===== config.mk =====
export PLATFORM = sky130hd
export DESIGN_NAME = uwt_top
export DESIGN_NICKNAME = d
export VERILOG_FILES = /design/src/verilog/uwt_top.v
export VERILOG_INCLUDE_DIRS = /design/src /design/src/verilog
export SDC_FILE = /design/constraint.sdc
export NUM_CORES = 1
export LEC_CHECK = 0
export ABC_AREA = 1
export BUFFER_PORTS_ARGS = -buffer_cell sky130_fd_sc_hd__buf_4
export CAP_MARGIN = 20
export CORE_ASPECT_RATIO = 1.25
export CORE_UTILIZATION = 35
export DETAILED_ROUTE_END_ITERATION = 10
export HOLD_SLACK_MARGIN = 0.15
export PLACE_DENSITY_LB_ADDON = 0.15
export SKIP_LAST_GASP = 1
export SYNTH_ARGS = -nofsm -noshare
export SYNTH_HDL_FRONTEND = slang
export SYNTH_SLANG_ARGS = --single-unit

===== constraint.sdc =====
create_clock -name clk_i -period 2.5 [get_ports clk_i]
set_input_delay 0.5 -clock clk_i [delete_from_list [all_inputs] [get_ports clk_i]]
set_output_delay 0.5 -clock clk_i [all_outputs]
set_load 0.02 [all_outputs]

===== src/verilog/uwt_consts.vh =====
`ifndef UWT_CONSTS_VH
`define UWT_CONSTS_VH
// register byte offsets
`define UWT_OFF_SCTL 5'h00
`define UWT_OFF_SERIAL_BUFFER 5'h04
`define UWT_OFF_T2CTL 5'h08
`define UWT_OFF_RLDL 5'h0C
`define UWT_OFF_RLDH 5'h10
`define UWT_OFF_CNTL 5'h14
`define UWT_OFF_CNTH 5'h18
`define UWT_OFF_AUX 5'h1C
// serial_control fields
`define UWT_SC_TI 1
`define UWT_SC_RI 0
`define UWT_SC_RB8 2
`define UWT_SC_REN 4
`define UWT_SC_SM2 5
`define UWT_SC_SM1 6
`define UWT_SC_SM0 7
// timer_two_control fields
`define UWT_T2_CAP 0
`define UWT_T2_RUN 2
`define UWT_T2_EXEN 3
`define UWT_T2_TX_BAUD_FROM_TIMER_TWO 4
`define UWT_T2_RCLK 5
`define UWT_T2_EXF 6
`define UWT_T2_TF 7
// aux register field
`define UWT_AUX_DBL 0
// reset value of every byte register
`define UWT_RST_BYTE 8'h00
// timing counts: core clocks for the first three, oversample ticks for the last two
`define UWT_M0_DIV 12
`define UWT_M0_HALF 6
`define UWT_T2_PRE 12
`define UWT_OVS 16
`define UWT_MID 8
`endif


===== src/verilog/uwt_top.v =====
// The address map and the Wishbone slave port were left to the implementer.
`include "uwt_consts.vh"
`default_nettype none
module uwt_top (
   input wire clk_i,
   input wire rst_i,
   input wire ce_i,
   input wire [4:0] wb_adr_i,
   input wire [31:0] wb_dat_i,
   input wire [3:0] wb_sel_i,
   input wire wb_we_i,
   input wire wb_stb_i,
   input wire wb_cyc_i,
   output wire [31:0] wb_dat_o,
   output wire wb_ack_o,
   input wire rxd_i,
   output wire rxd_o,
   output wire rxd_oe_n_o,
   output wire txd_o,
   input wire ext_trigger_pin_i,
   input wire t1_overflow_i,
   output wire serial_irq_o,
   output wire timer_two_irq_o
);

   // address match, used by the write decode only; reads decode with a case on the address
   function hit;
      input [4:0] a;
      input [4:0] off;
      begin
         hit = (a == off);
      end
   endfunction

   reg ack_q;
   reg [7:0] dat_q;
   reg [7:0] sctl_q;
   reg [7:0] t2ctl_q;
   reg [7:0] rld_lo_q;
   reg [7:0] rld_hi_q;
   reg [15:0] cnt_q;
   reg dbl_q;
   reg [7:0] rbuf_q;
   reg [3:0] pre_q;
   reg trig_prev_q;
   reg rxd_prev_q;
   reg t1_half_q;
   reg [3:0] tx_div_q;
   reg [3:0] tx_bit_q;
   reg [8:0] tx_sh_q;
   reg tx_pend_q;
   reg tx_line_q;
   reg rx_busy_q;
   reg [3:0] rx_ph_q;
   reg [3:0] rx_bit_q;
   reg [7:0] rx_sh_q;
   reg m0_busy_q;
   reg m0_rx_q;
   reg [3:0] m0_ph_q;
   reg [2:0] m0_bit_q;
   reg [7:0] m0_sh_q;
   reg m0_clk_q;
   reg m0_dat_q;
   reg txd_q;

   // bus strobes; writes land on the edge that sees ack high
   wire req = wb_cyc_i & wb_stb_i;
   wire wr = req & ack_q & wb_we_i & wb_sel_i[0];
   wire wr_sctl = wr & hit(wb_adr_i, `UWT_OFF_SCTL);
   wire wr_serial_buffer = wr & hit(wb_adr_i, `UWT_OFF_SERIAL_BUFFER);
   wire wr_t2 = wr & hit(wb_adr_i, `UWT_OFF_T2CTL);
   wire wr_cntl = wr & hit(wb_adr_i, `UWT_OFF_CNTL);
   wire wr_cnth = wr & hit(wb_adr_i, `UWT_OFF_CNTH);
   wire [7:0] wd = wb_dat_i[7:0];

   // mode decode
   wire mode0 = ~sctl_q[`UWT_SC_SM0] & ~sctl_q[`UWT_SC_SM1];
   wire mode1 = ~sctl_q[`UWT_SC_SM0] & sctl_q[`UWT_SC_SM1];
   wire ren = sctl_q[`UWT_SC_REN];
   wire ri = sctl_q[`UWT_SC_RI];
   wire tx_baud_from_timer_two = t2ctl_q[`UWT_T2_TX_BAUD_FROM_TIMER_TWO];
   wire rclk = t2ctl_q[`UWT_T2_RCLK];
   wire run = t2ctl_q[`UWT_T2_RUN];
   wire baud = tx_baud_from_timer_two | rclk;
   wire cap = t2ctl_q[`UWT_T2_CAP] & ~baud;
   wire exen = t2ctl_q[`UWT_T2_EXEN];
   wire [15:0] rld = {rld_hi_q, rld_lo_q};

   // timer two: one count per clock as baud source, per 12 clocks otherwise
   // the shortest baud reload (FFFF) gives one tick per clock; faster is impossible
   wire pre_end = (pre_q == `UWT_T2_PRE - 1);
   wire t2_inc = run & (baud | pre_end);
   wire t2_ovf = t2_inc & (cnt_q == 16'hFFFF);
   wire trig_fall = trig_prev_q & ~ext_trigger_pin_i & exen;
   wire t2_baud_tick = t2_ovf & baud;

   // oversample ticks (16 per bit) per direction
   // timer one pulses are halved unless doubled; the halver is shared by both
   // directions, so each sees the same tick train
   wire t1_tick = t1_overflow_i & (dbl_q | t1_half_q);
   wire tx_tick = tx_baud_from_timer_two ? t2_baud_tick : t1_tick;
   wire rx_tick = rclk ? t2_baud_tick : t1_tick;
   wire tx_bit_tick = tx_tick & (tx_div_q == `UWT_OVS - 1);
   wire rx_fall = rxd_prev_q & ~rxd_i;
   wire rx_mid = rx_tick & (rx_ph_q == `UWT_MID - 1);

   // event pulses for the done flags and the shift-mode start
   wire m0_last = m0_busy_q & (m0_ph_q == `UWT_M0_DIV - 1) & (m0_bit_q == 3'd7);
   wire m0_ri_set = m0_last & m0_rx_q;
   wire m0_ti_set = m0_last & ~m0_rx_q;
   wire u_ti_set = mode1 & tx_bit_tick & (tx_bit_q == 4'd9);
   wire rx_stop = rx_busy_q & rx_mid & (rx_bit_q == 4'd9);
   wire rx_take = rx_stop & ~ri & rxd_i;
   wire m0_start_tx = mode0 & wr_serial_buffer & ~m0_busy_q;
   wire m0_start_rx = mode0 & ren & ~ri & ~m0_busy_q & ~wr_serial_buffer;

   // wishbone slave: ack one cycle after request, read data from flip-flops
   always @(posedge clk_i) begin
      if (rst_i) begin
         ack_q <= 1'b0;
         dat_q <= `UWT_RST_BYTE;
      end else if (ce_i) begin
         ack_q <= req & ~ack_q;
         if (req & ~ack_q) begin
            case (wb_adr_i)
               `UWT_OFF_SCTL: dat_q <= sctl_q;
               `UWT_OFF_SERIAL_BUFFER: dat_q <= rbuf_q;
               `UWT_OFF_T2CTL: dat_q <= t2ctl_q;
               `UWT_OFF_RLDL: dat_q <= rld_lo_q;
               `UWT_OFF_RLDH: dat_q <= rld_hi_q;
               `UWT_OFF_CNTL: dat_q <= cnt_q[7:0];
               `UWT_OFF_CNTH: dat_q <= cnt_q[15:8];
               `UWT_OFF_AUX: dat_q <= {7'h00, dbl_q};
               default: dat_q <= 8'h00; // unmapped reads as zero
            endcase
         end
      end
   end

   // serial control; hardware set beats a software clear in the same cycle
   always @(posedge clk_i) begin
      if (rst_i) begin
         sctl_q <= `UWT_RST_BYTE;
      end else if (ce_i) begin
         if (wr_sctl)
            sctl_q <= wd;
         if (m0_ti_set | u_ti_set)
            sctl_q[`UWT_SC_TI] <= 1'b1;
         if (m0_ri_set | rx_take)
            sctl_q[`UWT_SC_RI] <= 1'b1;
         if (rx_take)
            sctl_q[`UWT_SC_RB8] <= rxd_i;
      end
   end

   // timer two control, reload bytes and aux
   always @(posedge clk_i) begin
      if (rst_i) begin
         t2ctl_q <= `UWT_RST_BYTE;
         rld_lo_q <= `UWT_RST_BYTE;
         rld_hi_q <= `UWT_RST_BYTE;
         dbl_q <= 1'b0;
      end else if (ce_i) begin
         if (wr_t2)
            t2ctl_q <= wd;
         if (wr & hit(wb_adr_i, `UWT_OFF_RLDL))
            rld_lo_q <= wd;
         if (wr & hit(wb_adr_i, `UWT_OFF_RLDH))
            rld_hi_q <= wd;
         if (wr & hit(wb_adr_i, `UWT_OFF_AUX))
            dbl_q <= wd[`UWT_AUX_DBL];
         if (t2_ovf & ~baud)
            t2ctl_q[`UWT_T2_TF] <= 1'b1;
         if (trig_fall)
            t2ctl_q[`UWT_T2_EXF] <= 1'b1;
         if (trig_fall & cap) begin
            rld_lo_q <= cnt_q[7:0];
            rld_hi_q <= cnt_q[15:8];
         end
      end
   end

   // timer two count; software writes win over counting
   always @(posedge clk_i) begin
      if (rst_i) begin
         cnt_q <= 16'h0000;
         pre_q <= 4'h0;
         trig_prev_q <= 1'b1;
      end else if (ce_i) begin
         trig_prev_q <= ext_trigger_pin_i;
         pre_q <= (pre_end | ~run) ? 4'h0 : pre_q + 4'h1;
         if (wr_cntl)
            cnt_q[7:0] <= wd;
         else if (wr_cnth)
            cnt_q[15:8] <= wd;
         else if (trig_fall & ~cap & ~baud)
            cnt_q <= rld;
         else if (t2_ovf)
            cnt_q <= cap ? 16'h0000 : rld;
         else if (t2_inc)
            cnt_q <= cnt_q + 16'h0001;
      end
   end

   // uart transmitter: start, eight data, stop from the ninth shifter bit
   // the bit divider runs free, so a frame starts up to one bit time after the write
   // a write during a running frame is dropped rather than queued
   always @(posedge clk_i) begin
      if (rst_i) begin
         t1_half_q <= 1'b0;
         tx_div_q <= 4'h0;
         tx_bit_q <= 4'h0;
         tx_sh_q <= 9'h1FF;
         tx_pend_q <= 1'b0;
         tx_line_q <= 1'b1;
      end else if (ce_i) begin
         if (t1_overflow_i)
            t1_half_q <= ~t1_half_q;
         if (tx_tick)
            tx_div_q <= tx_div_q + 4'h1;
         if (mode1 & wr_serial_buffer & ~tx_pend_q & (tx_bit_q == 4'd0)) begin
            tx_sh_q <= {1'b1, wd};
            tx_pend_q <= 1'b1;
         end else if (tx_bit_tick) begin
            if (tx_bit_q == 4'd0) begin
               if (tx_pend_q) begin
                  tx_line_q <= 1'b0;
                  tx_pend_q <= 1'b0;
                  tx_bit_q <= 4'd1;
               end
            end else if (tx_bit_q == 4'd10) begin
               tx_bit_q <= 4'd0;
            end else begin
               tx_line_q <= tx_sh_q[0];
               tx_sh_q <= {1'b1, tx_sh_q[8:1]};
               tx_bit_q <= tx_bit_q + 4'd1;
            end
         end
      end
   end

   // uart receiver: phase counter restarts on the start edge
   // no glitch filter on the pin: the mid-bit recheck of the start bit is the only
   // guard against a short low pulse
   always @(posedge clk_i) begin
      if (rst_i) begin
         rxd_prev_q <= 1'b1;
         rx_busy_q <= 1'b0;
         rx_ph_q <= 4'h0;
         rx_bit_q <= 4'h0;
         rx_sh_q <= 8'h00;
      end else if (ce_i) begin
         rxd_prev_q <= rxd_i;
         if (~rx_busy_q) begin
            if (mode1 & ren & rx_fall) begin
               rx_busy_q <= 1'b1;
               rx_ph_q <= 4'h0;
               rx_bit_q <= 4'h0;
            end
         end else if (rx_tick) begin
            rx_ph_q <= rx_ph_q + 4'h1;
            if (rx_mid) begin
               if (rx_bit_q == 4'd0 && rxd_i)
                  rx_busy_q <= 1'b0;
               else if (rx_bit_q == 4'd9)
                  rx_busy_q <= 1'b0;
               else begin
                  if (rx_bit_q != 4'd0)
                     rx_sh_q <= {rxd_i, rx_sh_q[7:1]};
                  rx_bit_q <= rx_bit_q + 4'd1;
               end
            end
         end
      end
   end

   // receive buffer, loaded by either engine
   // the shift-mode byte is complete at its last clock rise, so it is taken
   // as it stands; one more shift here would lose the first bit received
   always @(posedge clk_i) begin
      if (rst_i)
         rbuf_q <= `UWT_RST_BYTE;
      else if (ce_i) begin
         if (rx_take)
            rbuf_q <= rx_sh_q;
         else if (m0_ri_set)
            rbuf_q <= m0_sh_q;
      end
   end

   // shift-register mode: clock low for 6, high for 6 core clocks
   // data changes at the clock fall and is sampled at the rise, half a bit apart
   always @(posedge clk_i) begin
      if (rst_i) begin
         m0_busy_q <= 1'b0;
         m0_rx_q <= 1'b0;
         m0_ph_q <= 4'h0;
         m0_bit_q <= 3'd0;
         m0_sh_q <= 8'h00;
         m0_clk_q <= 1'b1;
         m0_dat_q <= 1'b1;
      end else if (ce_i) begin
         if (m0_start_tx | m0_start_rx) begin
            m0_busy_q <= 1'b1;
            m0_rx_q <= m0_start_rx;
            m0_ph_q <= 4'h0;
            m0_bit_q <= 3'd0;
            m0_sh_q <= m0_start_tx ? wd : 8'h00;
         end else if (m0_busy_q) begin
            if (m0_ph_q == 4'h0) begin
               m0_clk_q <= 1'b0;
               m0_dat_q <= m0_sh_q[0];
            end
            if (m0_ph_q == `UWT_M0_HALF) begin
               m0_clk_q <= 1'b1;
               m0_sh_q <= {m0_rx_q & rxd_i, m0_sh_q[7:1]};
            end
            if (m0_ph_q == `UWT_M0_DIV - 1) begin
               m0_ph_q <= 4'h0;
               m0_bit_q <= m0_bit_q + 3'd1;
               if (m0_last)
                  m0_busy_q <= 1'b0;
            end else
               m0_ph_q <= m0_ph_q + 4'h1;
         end
      end
   end

   // transmit pin carries the shift clock in mode 0, the line in mode 1
   always @(posedge clk_i) begin
      if (rst_i)
         txd_q <= 1'b1;
      else if (ce_i)
         txd_q <= mode0 ? m0_clk_q : tx_line_q;
   end

   assign wb_ack_o = ack_q;
   assign wb_dat_o = {24'h000000, dat_q};
   // receive pin driven only while shifting data out
   assign rxd_o = m0_dat_q;
   assign rxd_oe_n_o = ~(m0_busy_q & ~m0_rx_q);
   assign txd_o = txd_q;
   assign serial_irq_o = sctl_q[`UWT_SC_TI] | sctl_q[`UWT_SC_RI];
   assign timer_two_irq_o = t2ctl_q[`UWT_T2_TF] | t2ctl_q[`UWT_T2_EXF];

endmodule
`default_nettype wire

=== Word level (Yosys, flattened, before mapping) ===
Cells that the tools add are included.

* Input port bits: 50
* Bits in registers: 129
* Word-level logic and storage cells: 271
* Output and inout port bits: 38

* Add/sub/neg operators: 8
* Equality and inequality tests: 26
* Multiplexer cells: 68
* Bitwise gates (word level): 81
* Reduce and logical (&&, ||, !) cells: 52

{| class="wikitable"
|+ Operators with widths
! kind !! number
|-
| 8-bit two-way mux || 14
|-
| 16-bit two-way mux || 4
|-
| 8-bit one-hot mux with 8 select lines || 1
|-
| 4-bit two-way mux || 15
|-
| 1-bit bitwise AND || 52
|-
| 9-bit two-way mux || 4
|-
| 2-bit AND reduction || 16
|-
| 2-bit nonzero test || 15
|-
| 1-bit two-way mux || 26
|-
| 4-bit by 1-bit adder with 4-bit output (second input constant) || 6
|-
| 4-bit equality test (second input constant) || 6
|-
| 5-bit equality test (second input constant) || 4
|-
| 1-bit inverter || 20
|-
| 3-bit AND reduction || 6
|-
| 16-bit by 1-bit adder with 16-bit output (second input constant) || 1
|-
| 16-bit equality test (second input constant) || 1
|-
| 4-bit AND reduction || 4
|-
| 4-bit zero test || 3
|-
| 3-bit two-way mux || 4
|-
| 2-bit inequality test (second input constant) || 6
|-
| 4-bit nonzero test || 3
|-
| 5-bit by 4-bit equality test with 1-bit output (second input constant) || 2
|-
| 1-bit bitwise OR || 9
|-
| 4-bit by 3-bit equality test with 1-bit output (second input constant) || 2
|-
| other kinds (9) || 11
|}

=== Depth between registers and ports, before layout ===
* Word-level depth: 14
* Gate-level depth with buffers: 14

=== Worst setup path after synthesis ===
Ideal clock, no wire load.

* Kind: input to register
* Start: input wb_adr_i[1]
* End: register tx_sh_q[0]
* Setup time: 0.062 ns
* Path buffers: 1
* Slack: 0.650 ns
* Arrival time: 1.788 ns
* Stages on the path: 9
* Path through: nor2_4 > nand3_2 > nor2_4 > nand4_2 > or2_1 > buf_4 > nand2_2 > nand2_1 > nand3_1

* Word-level cells in the longest chain between the ends: 7
* Elaborated cells on any way between the ends: 10

{| class="wikitable"
|+ Ends and longest elaborated chain
! item !! RTL line !! RTL
|-
| start, declared || uwt_top.v:8 || <nowiki>input wire [4:0] wb_adr_i,</nowiki>
|-
| 5-bit by 3-bit equality test with 1-bit output * || uwt_top.v:31 || <nowiki>hit = (a == off);</nowiki>
|-
| 1-bit bitwise AND * || uwt_top.v:70 || <nowiki>wire wr_serial_buffer = wr & hit(wb_adr_i, `UWT_OFF_SERIAL_BUFFER);</nowiki>
|-
| 1-bit bitwise AND * (3 in a row) || uwt_top.v:221 || <nowiki>if (mode1 & wr_serial_buffer & ~tx_pend_q & (tx_bit_q == 4'd0)) begin</nowiki>
|-
| 2-bit inequality test (no source line), or another cell as far along || -- ||
|-
| 4-bit AND reduction (no source line) || -- ||
|-
| end signal, assigned || uwt_top.v:222 || <nowiki>tx_sh_q <= {1'b1, wd};</nowiki>
|-
| end signal, assigned || uwt_top.v:235 || <nowiki>tx_sh_q <= {1'b1, tx_sh_q[8:1]};</nowiki>
|-
| end, declared || uwt_top.v:50 || <nowiki>reg [8:0] tx_sh_q;</nowiki>
|}

Mark *: on every way between the ends. The rest lies on a longest branch, timed or not.
A chain may end at the register's enable or synchronous reset.

=== Worst setup path after layout ===
* Start: register cnt_q[1]
* End: register tx_sh_q[3]

* Word-level cells in the longest chain between the ends: 7

{| class="wikitable"
|+ Ends and longest elaborated chain
! item !! RTL line !! RTL
|-
| start, declared || uwt_top.v:41 || <nowiki>reg [15:0] cnt_q;</nowiki>
|-
| start signal, assigned || uwt_top.v:193 || <nowiki>cnt_q[7:0] <= wd;</nowiki>
|-
| start signal, assigned || uwt_top.v:197 || <nowiki>cnt_q <= rld;</nowiki>
|-
| start signal, assigned || uwt_top.v:199 || <nowiki>cnt_q <= cap ? 16'h0000 : rld;</nowiki>
|-
| 16-bit equality test || uwt_top.v:93 || <nowiki>wire t2_ovf = t2_inc & (cnt_q == 16'hFFFF);</nowiki>
|-
| 1-bit bitwise AND || uwt_top.v:93 ||
|-
| 1-bit bitwise AND || uwt_top.v:95 || <nowiki>wire t2_baud_tick = t2_ovf & baud;</nowiki>
|-
| 1-bit two-way mux || uwt_top.v:101 || <nowiki>wire tx_tick = tx_baud_from_timer_two ? t2_baud_tick : t1_tick;</nowiki>
|-
| 1-bit bitwise AND || uwt_top.v:103 || <nowiki>wire tx_bit_tick = tx_tick & (tx_div_q == `UWT_OVS - 1);</nowiki>
|-
| 2-bit nonzero test (no source line) || -- ||
|-
| 4-bit AND reduction (no source line) || -- ||
|}

No other way between the ends.

==> flow_summary.ini <==
[cts]
cts_tree = built
cts_hold_buf = 0
worstSkewPairLatency_ns = 0.43
cts_resized = 0
cts.sink_count = 128
cts_buffers = 17
htreeDepth = 4
clockRootBuffer = clkbuf_16
clk_pin_slew_worst_paths_ns = 0.06
cts_post_setup_buffers_inserted = 0
clockBufferDepth = 2

[setup_path]
cp.arrival_ns = 2.62
start_kind = flop
rr_startpoint = cnt_q[1]
crit_fanout = 9
r2r_setup_slack_ns = 0.24
rr_endpoint = tx_sh_q[3]
end_kind = flop
reg2regPathDepth = 11
required_ns = 2.87
worstSetupPathType = reg -> reg

[timing]
tightestPinTransition_ns = 0.599
hold_viol_final = 0
finalSetupTns_ns = 0
fin_crit_ns = 2.26
finalSetupViolations = 0
final.setup_skew_ns = 0.0112
rsz0062_at_grt = no
relSlewSlack = 0.598
max_freq_mhz = 443
final.period_utilization = 0.904
slew_viol_final = 0
finalWorstSetupSlack_ns = 0.240

[routing]
detail_route.vias_per_cell = 5.03
wl_per_cell_um = 16.6
remaining_drc_errors = 0
first_pass_iters = 6
drt_iter0_drc = 722
ant_nets = 0
routed-via-count = 7070
wl_um = 23400

[yosys]
synth_edf_count = 0
synthArstFlopShare = 0
yosysWarnings = 0
ys_seq_elements = 128
synthTopCellsByArea = dfxtp_1, nand2_1, o21ai_0, a21oi_1, inv_1
synth.top_cell.area_share = 0.355
yosysMostFrequentCell = nand2_1
synth_top_area_cell = dfxtp_1
synth_area_mm2 = 0.00721
seq_area_frac_synth = 0.355
synth_cells = 1070
synth.avg_cell_area_um2 = 6.74
yosys-top-cells-count = nand2_1, dfxtp_1, inv_1, o21ai_0, nor2_1
synth_top_flop_cell = dfxtp_1
ys_types = 48

[power_and_ir_drop]
p_int_uw = 3440
clock_power_share = 0.503
vdd_ir_drop_max_uv = 498
switching_share = 0.248
p_seq_frac = 0.449
comb_power_share = 0.049
leakagePower_uw = 0.00347
p_switching_uw = 1130
power_density_mw_per_mm2 = 549

[layout]
fill_cells = 2185
area_growth_pct = 15.4
fin_nets = 1187
antenna_cells = 0
final_cells = 1406
drive_above_1_share = 0.141

[global_routing]
overflow = 0
antenna_found_initial = 0
grt_usage = 0.231
grt_max_degree = 46
grt_pass1_vias = 6566
grt_pass1_wl_um = 36400

[hold_path]
hold_class = in -> reg
hold_depth = 3
worstHoldEndpoint = trig_prev_q
min_from = ext_trigger_pin_i

[placed_design]
gp_congestion = 0.975
pre_cts_ws_ns = 0.269
place_inst = 1376
portBuffers = 36
place_hpwl_um = 17200

[flow_run]
drv_cap = 0

[floorplanning]
row_count = 58
die_y_um = 163
die_area_mm2 = 0.0212
die_x_um = 130
start_util = 0.358
core_area_mm2 = 0.0202
ios = 88

[outcome]
status = completed
final cells by class:
| class | count | area, µm² | share of cell area |
|---|---|---|---|
| Multi-Input combinational cell | 782 | 3910 | 0.469 |
| Timing Repair Buffer | 68 | 510 | 0.0613 |
| Tap cell | 270 | 338 | 0.0406 |
| Clock buffer | 18 | 429 | 0.0516 |
| Inverter | 128 | 480 | 0.0577 |
| Sequential cell | 128 | 2560 | 0.308 |
| Clock inverter | 12 | 97.6 | 0.0117 |
stage by stage:
step,total power [µW],utilization,hold slack (ns),instance area [µm²]
after global placement,2320,0.387,0.451,7800
after detailed placement,2320,0.387,0.455,7800
after CTS,4610,0.413,0.303,8320
after global routing,4720,0.413,0.311,8320
after floorplan,2250,-,0.429,7300
final,4570,0.413,0.309,8320
logic make-up (layout without fill, tap and decap cells):
family | count (synthesis) | in the layout | share of synthesized area
flip-flops | 128 | 128 | 0.355
AO/OA/AOI/OAI | 255 | 255 | 0.192
buffers and inverters | 183 | 226 | 0.115
adder cells (fa/ha/maj) | 12 | 12 | 0.0208
AND/OR/NAND/NOR | 476 | 476 | 0.299
XOR/XNOR | 15 | 15 | 0.0182
other | 1 | 24 | 0.000520
flip-flops by register name (all words and copies together), names as in the netlist, 3 cells and up:
signal and cells:
cnt_q 16, dat_q 8, m0_sh_q 8, rbuf_q 8, rld_hi_q 8, rld_lo_q 8
rx_sh_q 8, sctl_q 8, t2ctl_q 8, tx_sh_q 8, m0_ph_q 4, pre_q 4
rx_bit_q 4, rx_ph_q 4, tx_bit_q 4, tx_div_q 4, m0_bit_q 3
metal layers:
layer,part of all wire,GRT usage
met1,0.43,0.278
met2,0.50,0.397
met3,0.042,0.0420
met4,0.037,0.0972
met5,0,0
critical path, stage by stage, from the launching register on:
cell and delay, ns:
dfxtp_1 0.34, ha_1 0.18, nand2_2 0.10, nor2_4 0.14, nand2_1 0.12, nor2_2 0.19, nand3_2 0.17, a21oi_4 0.27
nand4_2 0.29, nand2_2 0.25, nand2_1 0.07, nand3_1 0.07
worst max-delay path by stage:
stage                            from         end  slack [ns]  depth (start not counted)
final                        cnt_q[1]  tx_sh_q[3]        0.24                         11
after global routing         cnt_q[1]  tx_sh_q[1]        0.05                         11
after CTS                    cnt_q[1]  tx_sh_q[0]        0.24                         11
after detailed placement     cnt_q[1]  tx_sh_q[2]        0.27                         11
after global placement       cnt_q[1]  tx_sh_q[2]        0.27                         11
after floorplan           wb_adr_i[1]  tx_sh_q[0]        0.65                          9
power by group through the flow:
| stage | sequential [µW] | combinational, µW | clock (µW) |
|---|---|---|---|
| finish | 2050 | 223 | 2300 |
| global route | 2050 | 242 | 2430 |
| CTS | 2050 | 224 | 2340 |
| detailed placement | 2100 | 223 | 0 |
| global placement | 2100 | 224 | 0 |
| floorplan | 2100 | 150 | 0 |
cells in the final DEF (no fill, tap or decap), types with 5 or more instances in the layout:
cell type   synthesis  final
ha_1               12     12
inv_1             109    108
nand4_1            11     11
a31oi_1             7      7
nand2_2            10     10
clkinv_2            0      6
o21ai_0           103    103
nor2_1            101    101
buf_4              30     68
clkinvlp_4          0      5
conb_1              1     24
o2111ai_1           5      5
inv_2              18     19
nand3_1            63     63
nor3_1             10     10
nor2_4              6      6
xor2_1             13     13
clkbuf_16           0     17
o21ai_1            14     14
o221ai_1            5      5
nand2_1           244    244
nand3_2             6      6
dfxtp_1           128    128
a21oi_1            99     99
o211ai_1            5      5
o22ai_1             8      8
Power figures use the tool's default switching activity.
